## config.mk

```make
export PLATFORM = sky130hd
export DESIGN_NAME = stpm_pin_mux
export DESIGN_NICKNAME = d
export VERILOG_FILES = /design/src/stpm_pkg.sv /design/src/stpm_pin_mux.sv
export SDC_FILE = /design/constraint.sdc
export NUM_CORES = 1
export LEC_CHECK = 0
export BUFFER_PORTS_ARGS = -buffer_cell sky130_fd_sc_hd__clkbuf_2
export CORE_MARGIN = 1
export CORE_UTILIZATION = 49
export CTS_BUF_LIST = sky130_fd_sc_hd__clkbuf_2 sky130_fd_sc_hd__clkbuf_4 sky130_fd_sc_hd__clkbuf_8
export DETAILED_ROUTE_END_ITERATION = 6
export PLACE_DENSITY = 0.84
export SLEW_MARGIN = 30
export SYNTH_ARGS = -nofsm -noshare
export SYNTH_HDL_FRONTEND = slang
export SYNTH_SLANG_ARGS = --single-unit
```

## constraint.sdc

```tcl
create_clock -name core_clk -period 2.3 [get_ports core_clk]
set_clock_uncertainty 0.2 [all_clocks]
set_input_delay 0.23 -clock core_clk [delete_from_list [all_inputs] [get_ports core_clk]]
set_output_delay 0.23 -clock core_clk [all_outputs]
set_load 0.01 [all_outputs]
```

## src/stpm_pkg.sv

```systemverilog
package stpm_pkg;
    // ------------------------------------------------------------
    // Register map (byte addresses, one aligned word each)
    // ------------------------------------------------------------
    localparam logic [7:0] OFS_SP1_DIR  = 8'h00; // Serial port 1 GPIO direction
    localparam logic [7:0] OFS_SP1_FUNC = 8'h04; // Serial port 1 function select
    localparam logic [7:0] OFS_SP1_DATA = 8'h08; // Serial port 1 GPIO data / level
    localparam logic [7:0] OFS_ASI_DIR  = 8'h0c; // Async serial GPIO direction
    localparam logic [7:0] OFS_ASI_FUNC = 8'h10; // Async serial function select
    localparam logic [7:0] OFS_ASI_DATA = 8'h14; // Async serial GPIO data / level
    localparam logic [7:0] OFS_TMR0     = 8'h18; // Timer 0 control/status
    localparam logic [7:0] OFS_TMR1     = 8'h1c; // Timer 1 control/status
    localparam logic [7:0] OFS_TMR2     = 8'h20; // Timer 2 control/status
    localparam logic [7:0] OFS_IRQ_STAT = 8'h24; // Sticky pin events, write one to clear
    localparam logic [7:0] OFS_IRQ_MASK = 8'h28; // Event enables

    // ------------------------------------------------------------
    // Widths and reset values
    // ------------------------------------------------------------
    localparam int         SP1_PINS   = 6;      // Port D pins 0..5
    localparam int         ASI_PINS   = 3;      // Port E pins 0..2
    localparam int         TMR_NUM    = 3;      // Independent timers
    localparam int         SP1_RX_BIT = 4;      // Receive data pin
    localparam int         SP1_TX_BIT = 5;      // Transmit data pin
    localparam int         ASI_RX_BIT = 0;
    localparam int         ASI_TX_BIT = 1;
    localparam int         ASI_CK_BIT = 2;
    localparam int         TCS_LVL    = 8;      // Read-only pin level in timer reg
    localparam logic [7:0] RST_REG    = 8'h00;  // All pins GPIO input after reset
    localparam logic [1:0] RESP_OKAY  = 2'b00;
    localparam logic [1:0] RESP_SLVER = 2'b10;

    // ------------------------------------------------------------
    // Types
    // ------------------------------------------------------------
    // Timer modes held in the control/status word
    typedef enum logic [2:0] {
        TM_EVENT, TM_MEASURE, TM_WATCHDOG, TM_TIMER, TM_PWM
    } stpm_tmode_t;

    // Low byte of each timer control/status register
    typedef struct packed {
        logic [1:0]  spare;    // Reads back as written
        logic        gpio_out; // Bit 5: GPIO output value
        stpm_tmode_t mode;     // Bits 4:2: timer mode
        logic        func_en;  // Bit 1: pin belongs to the timer
        logic        gpio_dir; // Bit 0: GPIO direction, 1 = output
    } stpm_tcs_t;

    // Drive of one pin group
    typedef struct packed {
        logic [SP1_PINS-1:0] out;
        logic [SP1_PINS-1:0] oe;
    } stpm_drv_t;
endpackage

```

## src/stpm_pin_mux.sv

```systemverilog
`timescale 1ns/10ps
module stpm_pin_mux #(
    parameter int ADDR_W = 8
) (
    input  wire logic                          core_clk,
    input  wire logic                          resetn,
    // AXI4-Lite slave
    input  wire logic [ADDR_W-1:0]             s_axi_awaddr,
    input  wire logic                          s_axi_awvalid,
    output logic                               s_axi_awready,
    input  wire logic [31:0]                   s_axi_wdata,
    input  wire logic [3:0]                    s_axi_wstrb,
    input  wire logic                          s_axi_wvalid,
    output logic                               s_axi_wready,
    output logic [1:0]                         s_axi_bresp,
    output logic                               s_axi_bvalid,
    input  wire logic                          s_axi_bready,
    input  wire logic [ADDR_W-1:0]             s_axi_araddr,
    input  wire logic                          s_axi_arvalid,
    output logic                               s_axi_arready,
    output logic [31:0]                        s_axi_rdata,
    output logic [1:0]                         s_axi_rresp,
    output logic                               s_axi_rvalid,
    input  wire logic                          s_axi_rready,
    output logic                               irq,
    // Port D pins (serial port 1)
    input  wire logic [stpm_pkg::SP1_PINS-1:0] port_d_in,
    output logic [stpm_pkg::SP1_PINS-1:0]      port_d_out,
    output logic [stpm_pkg::SP1_PINS-1:0]      port_d_oe,
    // Port E pins (async serial)
    input  wire logic [stpm_pkg::ASI_PINS-1:0] port_e_in,
    output logic [stpm_pkg::ASI_PINS-1:0]      port_e_out,
    output logic [stpm_pkg::ASI_PINS-1:0]      port_e_oe,
    // Timer pins
    input  wire logic [stpm_pkg::TMR_NUM-1:0]  timer_pin_in,
    output logic [stpm_pkg::TMR_NUM-1:0]       timer_pin_out,
    output logic [stpm_pkg::TMR_NUM-1:0]       timer_pin_oe,
    // Serial port 1 side
    input  wire stpm_pkg::stpm_drv_t           sp1_drv,
    input  wire logic                          sp1_tx_active,
    output logic [stpm_pkg::SP1_PINS-1:0]      sp1_pin_level,
    // Async serial side
    input  wire logic                          asi_tx_data,
    input  wire logic                          asi_clk_out,
    input  wire logic                          asi_clk_oe,
    output logic                               asi_rx_data,
    output logic                               asi_clk_in,
    // Timer side
    input  wire logic [stpm_pkg::TMR_NUM-1:0]  tmr_out,
    output logic [stpm_pkg::TMR_NUM-1:0]       tmr_in
);
    import stpm_pkg::*;

    // ------------------------------------------------------------
    // State
    // ------------------------------------------------------------
    logic [SP1_PINS-1:0] sp1_dir, sp1_func, sp1_dat;   // Port D controls
    logic [ASI_PINS-1:0] asi_dir, asi_func, asi_dat;   // Port E controls
    stpm_tcs_t           tcs [TMR_NUM];                // Timer control words
    logic [TMR_NUM-1:0]  irq_stat, irq_mask;           // Event status and enables
    logic [SP1_PINS-1:0] pd_s1, pd_s2;                 // Port D synchroniser
    logic [ASI_PINS-1:0] pe_s1, pe_s2;                 // Port E synchroniser
    logic [TMR_NUM-1:0]  tp_s1, tp_s2, tp_prev;        // Timer pin sync and history
    logic                aw_full, w_full;              // Write halves held
    logic [ADDR_W-1:0]   aw_addr;                      // Held write address
    logic [31:0]         w_data;                       // Held write data
    logic                w_lane0;                      // Byte lane 0 enabled

    // Next values
    logic [SP1_PINS-1:0] next_sp1_dir, next_sp1_func, next_sp1_dat;
    logic [ASI_PINS-1:0] next_asi_dir, next_asi_func, next_asi_dat;
    stpm_tcs_t           next_tcs [TMR_NUM];
    logic [TMR_NUM-1:0]  next_irq_stat, next_irq_mask;
    logic                next_aw_full, next_w_full, next_w_lane0;
    logic [ADDR_W-1:0]   next_aw_addr;
    logic [31:0]         next_w_data, next_rdata;
    logic                next_bvalid, next_rvalid, next_arready;
    logic [1:0]          next_bresp, next_rresp;
    logic [SP1_PINS-1:0] next_pd_out, next_pd_oe;
    logic [ASI_PINS-1:0] next_pe_out, next_pe_oe;
    logic [TMR_NUM-1:0]  next_tp_out, next_tp_oe, tmr_evt;
    logic                do_write;                     // Both write halves present

    // ------------------------------------------------------------
    // Port D pin drive
    // ------------------------------------------------------------
    // One mux per pin; peripheral drive wins whenever the function bit is set
    for (genvar i = 0; i < SP1_PINS; i++) begin : g_pd
        logic per_oe;
        assign per_oe = (i == SP1_RX_BIT) ? 1'b0 :
                        (i == SP1_TX_BIT) ? sp1_tx_active : sp1_drv.oe[i];
        assign next_pd_oe[i]  = sp1_func[i] ? per_oe : sp1_dir[i];
        assign next_pd_out[i] = sp1_func[i] ? sp1_drv.out[i] : sp1_dat[i];
    end

    // ------------------------------------------------------------
    // Port E and timer pin drive
    // ------------------------------------------------------------
    // GPIO direction when unselected
    always_comb begin
        next_pe_oe  = asi_dir;
        next_pe_out = asi_dat;
        if (asi_func[ASI_RX_BIT]) begin
            next_pe_oe[ASI_RX_BIT] = 1'b0;
        end
        if (asi_func[ASI_TX_BIT]) begin
            next_pe_oe[ASI_TX_BIT]  = 1'b1;
            next_pe_out[ASI_TX_BIT] = asi_tx_data;
        end
        if (asi_func[ASI_CK_BIT]) begin
            next_pe_oe[ASI_CK_BIT]  = asi_clk_oe;
            next_pe_out[ASI_CK_BIT] = asi_clk_out;
        end
    end

    for (genvar t = 0; t < TMR_NUM; t++) begin : g_tm
        logic in_mode;
        assign in_mode = (tcs[t].mode == TM_EVENT) || (tcs[t].mode == TM_MEASURE);
        assign next_tp_oe[t]  = tcs[t].func_en ? !in_mode : tcs[t].gpio_dir;
        assign next_tp_out[t] = tcs[t].func_en ? tmr_out[t] : tcs[t].gpio_out;
        // Rising level on a synchronised timer pin is an event
        assign tmr_evt[t]     = tp_s2[t] && !tp_prev[t];
    end

    // ------------------------------------------------------------
    // Register bus next state
    // ------------------------------------------------------------
    // Write halves may arrive in either order; the response waits for both
    always_comb begin
        next_sp1_dir  = sp1_dir;
        next_sp1_func = sp1_func;
        next_sp1_dat  = sp1_dat;
        next_asi_dir  = asi_dir;
        next_asi_func = asi_func;
        next_asi_dat  = asi_dat;
        next_tcs      = tcs;
        next_irq_mask = irq_mask;
        next_irq_stat = irq_stat;
        next_aw_full  = aw_full;
        next_w_full   = w_full;
        next_aw_addr  = aw_addr;
        next_w_data   = w_data;
        next_w_lane0  = w_lane0;
        next_bvalid   = s_axi_bvalid;
        next_bresp    = s_axi_bresp;
        next_rvalid   = s_axi_rvalid;
        next_rresp    = s_axi_rresp;
        next_rdata    = s_axi_rdata;
        do_write      = aw_full && w_full && !s_axi_bvalid;
        if (s_axi_awvalid && s_axi_awready) begin
            next_aw_full = 1'b1;
            next_aw_addr = s_axi_awaddr;
        end
        if (s_axi_wvalid && s_axi_wready) begin
            next_w_full  = 1'b1;
            next_w_data  = s_axi_wdata;
            next_w_lane0 = s_axi_wstrb[0];
        end
        if (s_axi_bvalid && s_axi_bready) begin
            next_bvalid = 1'b0;
        end
        // Clear of a status bit happens before the set, so a new event survives
        if (do_write) begin
            next_aw_full = 1'b0;
            next_w_full  = 1'b0;
            next_bvalid  = 1'b1;
            next_bresp   = RESP_OKAY;
            case (aw_addr[7:0])
                OFS_SP1_DIR:  if (w_lane0) next_sp1_dir  = w_data[SP1_PINS-1:0];
                OFS_SP1_FUNC: if (w_lane0) next_sp1_func = w_data[SP1_PINS-1:0];
                OFS_SP1_DATA: if (w_lane0) next_sp1_dat  = w_data[SP1_PINS-1:0];
                OFS_ASI_DIR:  if (w_lane0) next_asi_dir  = w_data[ASI_PINS-1:0];
                OFS_ASI_FUNC: if (w_lane0) next_asi_func = w_data[ASI_PINS-1:0];
                OFS_ASI_DATA: if (w_lane0) next_asi_dat  = w_data[ASI_PINS-1:0];
                OFS_TMR0:     if (w_lane0) next_tcs[0]   = stpm_tcs_t'(w_data[7:0]);
                OFS_TMR1:     if (w_lane0) next_tcs[1]   = stpm_tcs_t'(w_data[7:0]);
                OFS_TMR2:     if (w_lane0) next_tcs[2]   = stpm_tcs_t'(w_data[7:0]);
                OFS_IRQ_STAT: if (w_lane0) next_irq_stat = irq_stat & ~w_data[TMR_NUM-1:0];
                OFS_IRQ_MASK: if (w_lane0) next_irq_mask = w_data[TMR_NUM-1:0];
                default:      next_bresp = RESP_SLVER;
            endcase
        end
        next_irq_stat = next_irq_stat | tmr_evt;
        if (s_axi_rvalid && s_axi_rready) begin
            next_rvalid = 1'b0;
        end
        // Read data is captured at the address handshake
        if (s_axi_arvalid && s_axi_arready) begin
            next_rvalid = 1'b1;
            next_rresp  = RESP_OKAY;
            next_rdata  = 32'h0000_0000;
            case (s_axi_araddr[7:0])
                OFS_SP1_DIR:  next_rdata[SP1_PINS-1:0] = sp1_dir;
                OFS_SP1_FUNC: next_rdata[SP1_PINS-1:0] = sp1_func;
                OFS_SP1_DATA: next_rdata[SP1_PINS-1:0] = pd_s2;
                OFS_ASI_DIR:  next_rdata[ASI_PINS-1:0] = asi_dir;
                OFS_ASI_FUNC: next_rdata[ASI_PINS-1:0] = asi_func;
                OFS_ASI_DATA: next_rdata[ASI_PINS-1:0] = pe_s2;
                OFS_TMR0:     next_rdata[TCS_LVL:0]    = {tp_s2[0], tcs[0]};
                OFS_TMR1:     next_rdata[TCS_LVL:0]    = {tp_s2[1], tcs[1]};
                OFS_TMR2:     next_rdata[TCS_LVL:0]    = {tp_s2[2], tcs[2]};
                OFS_IRQ_STAT: next_rdata[TMR_NUM-1:0]  = irq_stat;
                OFS_IRQ_MASK: next_rdata[TMR_NUM-1:0]  = irq_mask;
                default:      next_rresp = RESP_SLVER;
            endcase
        end
        next_arready = !next_rvalid;
    end

    // ------------------------------------------------------------
    // Registers
    // ------------------------------------------------------------
    // Reset leaves every pin a GPIO input with all functions off
    always_ff @(posedge core_clk or negedge resetn) begin
        if (!resetn) begin
            sp1_dir       <= RST_REG[SP1_PINS-1:0];
            sp1_func      <= RST_REG[SP1_PINS-1:0];
            sp1_dat       <= RST_REG[SP1_PINS-1:0];
            asi_dir       <= RST_REG[ASI_PINS-1:0];
            asi_func      <= RST_REG[ASI_PINS-1:0];
            asi_dat       <= RST_REG[ASI_PINS-1:0];
            for (int k = 0; k < TMR_NUM; k++) tcs[k] <= stpm_tcs_t'(RST_REG);
            irq_stat      <= RST_REG[TMR_NUM-1:0];
            irq_mask      <= RST_REG[TMR_NUM-1:0];
            irq           <= 1'b0;
            pd_s1         <= '0;
            pd_s2         <= '0;
            pe_s1         <= '0;
            pe_s2         <= '0;
            tp_s1         <= '0;
            tp_s2         <= '0;
            tp_prev       <= '0;
            aw_full       <= 1'b0;
            w_full        <= 1'b0;
            aw_addr       <= '0;
            w_data        <= 32'h0000_0000;
            w_lane0       <= 1'b0;
            s_axi_awready <= 1'b0;
            s_axi_wready  <= 1'b0;
            s_axi_bvalid  <= 1'b0;
            s_axi_bresp   <= RESP_OKAY;
            s_axi_arready <= 1'b0;
            s_axi_rvalid  <= 1'b0;
            s_axi_rresp   <= RESP_OKAY;
            s_axi_rdata   <= 32'h0000_0000;
            port_d_out    <= '0;
            port_d_oe     <= '0;
            port_e_out    <= '0;
            port_e_oe     <= '0;
            timer_pin_out <= '0;
            timer_pin_oe  <= '0;
            sp1_pin_level <= '0;
            asi_rx_data   <= 1'b0;
            asi_clk_in    <= 1'b0;
            tmr_in        <= '0;
        end else begin
            sp1_dir       <= next_sp1_dir;
            sp1_func      <= next_sp1_func;
            sp1_dat       <= next_sp1_dat;
            asi_dir       <= next_asi_dir;
            asi_func      <= next_asi_func;
            asi_dat       <= next_asi_dat;
            tcs           <= next_tcs;
            irq_stat      <= next_irq_stat;
            irq_mask      <= next_irq_mask;
            irq           <= |(next_irq_stat & next_irq_mask);
            pd_s1         <= port_d_in;
            pd_s2         <= pd_s1;
            pe_s1         <= port_e_in;
            pe_s2         <= pe_s1;
            tp_s1         <= timer_pin_in;
            tp_s2         <= tp_s1;
            tp_prev       <= tp_s2;
            aw_full       <= next_aw_full;
            w_full        <= next_w_full;
            aw_addr       <= next_aw_addr;
            w_data        <= next_w_data;
            w_lane0       <= next_w_lane0;
            // Halves stay refused until the pending write has been answered
            s_axi_awready <= !next_aw_full && !next_bvalid;
            s_axi_wready  <= !next_w_full && !next_bvalid;
            s_axi_bvalid  <= next_bvalid;
            s_axi_bresp   <= next_bresp;
            s_axi_arready <= next_arready;
            s_axi_rvalid  <= next_rvalid;
            s_axi_rresp   <= next_rresp;
            s_axi_rdata   <= next_rdata;
            port_d_out    <= next_pd_out;
            port_d_oe     <= next_pd_oe;
            port_e_out    <= next_pe_out;
            port_e_oe     <= next_pe_oe;
            timer_pin_out <= next_tp_out;
            timer_pin_oe  <= next_tp_oe;
            // Pin levels reach the peripherals only after three flops
            sp1_pin_level <= pd_s2;
            asi_rx_data   <= pe_s2[ASI_RX_BIT];
            asi_clk_in    <= pe_s2[ASI_CK_BIT];
            tmr_in        <= tp_s2;
        end
    end
endmodule

```

Word level (Yosys, flattened, before mapping)

Cells that the tools add are included.

Flip-flop bits (word level): 154
Input port bits: 90

Multiplexer cells: 42
Bitwise operators: 4
Equality and inequality tests: 23
Reductions and logical operators: 43

Operator list:

| operator                                                         | count |
|---|---|
| 8-bit by 5-bit == test with 1-bit output (second input constant) | 8 |
| 8-bit by 6-bit == test with 1-bit output (second input constant) | 6 |
| 3-bit one-hot mux with 11 select lines                           | 1 |
| 8-bit by 4-bit == test with 1-bit output (second input constant) | 4 |
| 1-bit 2-to-1 mux                                                 | 31 |
| 3-bit AND reduction                                              | 9 |
| 11-bit OR reduction                                              | 2 |
| 3-bit 2-to-1 mux                                                 | 6 |
| 3-bit one-hot mux with 6 select lines                            | 1 |
| 8-bit by 3-bit == test with 1-bit output (second input constant) | 2 |
| 8-bit zero test                                                  | 2 |
| 1-bit logical AND                                                | 12 |
| 1-bit zero test                                                  | 11 |
| 3-bit by 1-bit == test with 1-bit output (second input constant) | 3 |
| 3-bit zero test                                                  | 3 |
| 3-bit one-hot mux with 3 select lines                            | 1 |
| 3-bit AND                                                        | 2 |
| 2-bit 2-to-1 mux                                                 | 2 |
| 1-bit logical OR                                                 | 3 |
| 3-bit NOT                                                        | 1 |
| 3-bit bitwise OR                                                 | 1 |
| 3-bit OR reduction                                               | 1 |

Logic depth before layout (Yosys ltp)

Word-level depth: 8
Gate-level depth with buffers: 7

Worst setup path before layout

Ideal clock, no wire load.

Kind: reg-to-reg
Start: reg aw_addr[1]
End: reg irq
Slack: -0.010 ns
Library setup time: 0.126 ns
Cell stages (with the launch flop): 5
Buffers on the path: 0
Arrival time: 1.984 ns
Cell sequence: dfrtp_1 or4b_4 nor4_4 mux2_2 a221o_1

Elaborated cells on any way between the ends: 9
Those cells by class: 2 x eq/ne; 4 x mux; 2 x bitwise; 1 x reduce/logical

RTL lines:

| what                                     | RTL line            | RTL |
|---|---|---|
| start: declaration                       | stpm_pin_mux.sv:65  | `logic [ADDR_W-1:0] aw_addr;` |
| start signal: assignment                 | stpm_pin_mux.sv:276 | `aw_addr <= next_aw_addr;` |
| 8-bit by 6-bit == test with 1-bit output | stpm_pin_mux.sv:168 | `case (aw_addr[7:0])` |
| 3-bit 2-to-1 mux                         | stpm_pin_mux.sv:168 |  |
| 3-bit 2-to-1 mux                         | stpm_pin_mux.sv:163 | `if (do_write) begin` |
| via next_irq_mask[2]                     | stpm_pin_mux.sv:73  | `logic [TMR_NUM-1:0] next_irq_stat, next_irq_mask;` |
| 3-bit AND                                | stpm_pin_mux.sv:266 | `irq <= \|(next_irq_stat & next_irq_mask);` |
| 3-bit OR reduction                       | stpm_pin_mux.sv:266 |  |
| end signal: assignment                   | stpm_pin_mux.sv:266 |  |
| end: declaration                         | stpm_pin_mux.sv:25  | `output logic irq,` |

The timed path passes the listed nets, and every way through them passes these cells.
A chain may end at the register's enable or synchronous reset.

Worst setup path in the final report

Same ends and word-level chain as after synthesis.

==> run metrics <==
Mapped Cells roughly 450; Async SR Flop Fraction 100%; IO Pins roughly 170; CP Max Fanout 3; Worst setup EP type flop; routed len/inst 17.0 um; DRC 0; worst ir drop on vdd approximately 0.67 mV; post-placement worst setup slack around 0.055 ns; number of library cell types mapped by synthesis 49; clock period minus worst slack roughly 2.2 ns; Via-to-Cell Ratio slightly above 5; period utilization 97.7%; Pre-Repair DR Iteration Count 5; share of cells above drive strength 1 about two fifths; aggregate global-route resource usage about 23%; antenna-violating nets left 0; Pins Over Slew Limit 0; clock latency at the later pin of the worst-skew pair roughly 0.44 ns; Rel. slew slack between 50% and 60%; initial antenna violation count 0; Avg Inst Size Synth between 10 and 15 um2; DP Wirelength between 9000 and 10000 um; Max Fclk 0.445 GHz; design internal power approximately 0.0048 W; MaxCap Viol Count 0; Worst-path clk slew 0.08 ns; vias in the first global route about 4300; Sequential Power Share between 50% and 60%; die width roughly 110 um; Longest Clk Path Bufs 2; Worst setup SP type flop; Core ar. ~12000 um2; #FFs+latches synth about 150; Final setup viols 0; Die Span Y 114 um; PD cells roughly 850 nW/um2; Placed Cells approximately 730; largest net degree at the start of global routing approximately 60; max incr delay on CP just under 0.6 ns; Worst Reg-to-Reg Cells 4; WHS Path Cells 3; Cell Count, Final, Fillers Out 811; CTS sink count between 150 and 200; setup total negative slack 0 ns; total gr overflow 0; Sw Ratio ~28%; Vias about 4200; P_leak between 3 and 4 nW; total CTS buffers 17; register area share after synthesis between 60% and 70%; std cell rows 40; hold crit path type input port to flop; FILL cells 930; CTS tree built; Synth warnings 0; nets@finish 721; endpoints failing hold 0; register area 3800 um2; slowest library cell on the worst path or4b_4; Comb power frac 17.7%; Cell Area, Synth between 6000 and 7000 um2; Initial Utilization 50.8%; number of H-tree levels 4; CP Data Arrival Time ~2.4 ns; status complete, no violations; total power 0.00666 W; Crit Path Class flop to flop; WP data required 2.42 ns; DIE AREA about 13000 um2; Routed WL ~14000 um; worst setup margin around 0.053 ns; Multi-input gate area roughly 2200 um2; area growth from synthesis to layout 28.1%; n_diodes 0; Min Hold Slack between 0.03 and 0.04 ns; most frequent cells in the layout dfrtp_1 (152), clkbuf_2 (111), mux2_2 (91); I/O Buffers approximately 110; first-pass GRT wire length 22000 um; Post-synth EDFFs 0; Worst-Margin Slew ~0.60 ns; DRT iter0 DRCs around 250; commonest non-fill, non-tap cell in the layout dfrtp_1; Psw approximately 0.0019 W; clock share of power a little under a third; root buf cell clkbuf_8; critical path cell sequence or4b_4 > nor4_4 > mux2_2 > a221o_1; RePlAce Congestion around 0.93; Main synth FF type dfrtp_1
==> synthesized netlist by cell type (3+ instances only) <==
master | number | area, um2
dfrtp_1 | 152 | 3800
mux2_2 | 91 | 1020
buf_4 | 26 | 195
nor2_1 | 18 | 67.6
nand2_1 | 17 | 63.8
mux2i_1 | 13 | 130
clkbuf_1 | 12 | 45.0
inv_1 | 11 | 41.3
o21ai_0 | 11 | 55.1
a22o_1 | 8 | 70.1
nand3_1 | 8 | 40.0
a21oi_1 | 6 | 30.0
nor3_1 | 6 | 30.0
nor2b_1 | 5 | 31.3
and2_1 | 4 | 25.0
nor4b_1 | 4 | 35.0
o2bb2ai_1 | 4 | 35.0
a22oi_1 | 3 | 22.5
or2_2 | 3 | 18.8
or3_1 | 3 | 18.8
==> final timing paths <==
| path | from | to | slack (ns) |
|---|---|---|---|
| setup / recovery | aw_addr[1] | irq | 0.05 |
| hold / removal | s_axi_arvalid | s_axi_rdata[3] | 0.03 |
| setup reg to reg | aw_addr[1] | irq | 0.05 |
| hold reg to reg | pd_s1[2] | pd_s2[2] | 0.15 |
| max in group asynchronous | resetn | aw_addr[6] | 1.00 |
| min in group asynchronous | resetn | timer_pin_out[1] | 0.12 |
==> power groups by stage <==
stage          Combinational, W  Sequential [W]  Clock [W]
5_1_grt                 0.00129         0.00354    0.00217
2_1_floorplan          0.000706         0.00339          0
4_1_cts                 0.00117         0.00348    0.00205
3_5_place_dp            0.00109         0.00353          0
3_3_place_gp            0.00104         0.00348          0
6_report                0.00118         0.00348    0.00201
==> flip-flops by register name, summed over array words and instances, names as in the netlist, 6 cells and up <==
signal,cells
port_d_oe,6
aw_addr,8
port_d_out,6
tcs,24
sp1_func,6
s_axi_rdata,9
pd_s1,6
pd_s2,6
sp1_dat,6
sp1_dir,6
w_data,8
sp1_pin_level,6
==> stage by stage <==
| step | area [um2] | util (%) |
|---|---|---|
| 2_1_floorplan | 6240 | - |
| 5_1_grt | 7880 | 65.1 |
| 4_1_cts | 7880 | 65.0 |
| 6_report | 7880 | 65.1 |
| 3_5_place_dp | 6970 | 57.5 |
| 3_3_place_gp | 6970 | 57.5 |
==> critical path: cells and delay by family, from the launching register on <==
family / cells / cell delay, ns
compound gates: 1 / 0.32
simple gates: 2 / 0.83
flops: 1 / 0.38
mux: 1 / 0.40
==> cell families (layout without fill, tap and decap cells) <==
| kind of cell | after synthesis | in the layout | share of synthesized area (%) |
|---|---|---|---|
| AOI/OAI and AO/OA | 52 | 52 | 6.28 |
| buffers and inverters | 50 | 224 | 4.66 |
| muxes | 106 | 106 | 19.4 |
| other | 1 | 25 | 0.0609 |
| DFF | 152 | 152 | 61.8 |
| and+or+nand+nor | 84 | 84 | 7.81 |
==> cell type report <==
class	count	share of cell area, %
multi-input cells	267	27.4
clock buffers	23	3.86
repair buffers	182	16.1
clock inverters	8	1.21
flip-flops and latches	152	48.3
well taps	168	2.67
inverters	11	0.524
==> metal layers <==
| metal | vias up | routed length, um | GRT usage, % |
|---|---|---|---|
| met5 | - | 0 | 0 |
| met4 | 0 | 342 | 10.1 |
| met3 | 29 | 730 | 5.61 |
| met2 | 167 | 6920 | 37.4 |
| met1 | 2086 | 5790 | 28.7 |
| li1 | 1913 | - | - |
==> timing repair <==
action,in CTS,in global routing
setup buffers,0,0
resized for setup,0,1
endpoints found under the setup margin,0,1
endpoints found under the hold margin,159,0
hold buffers,51,0
No activity file was read; power rests on OpenSTA's default activity.
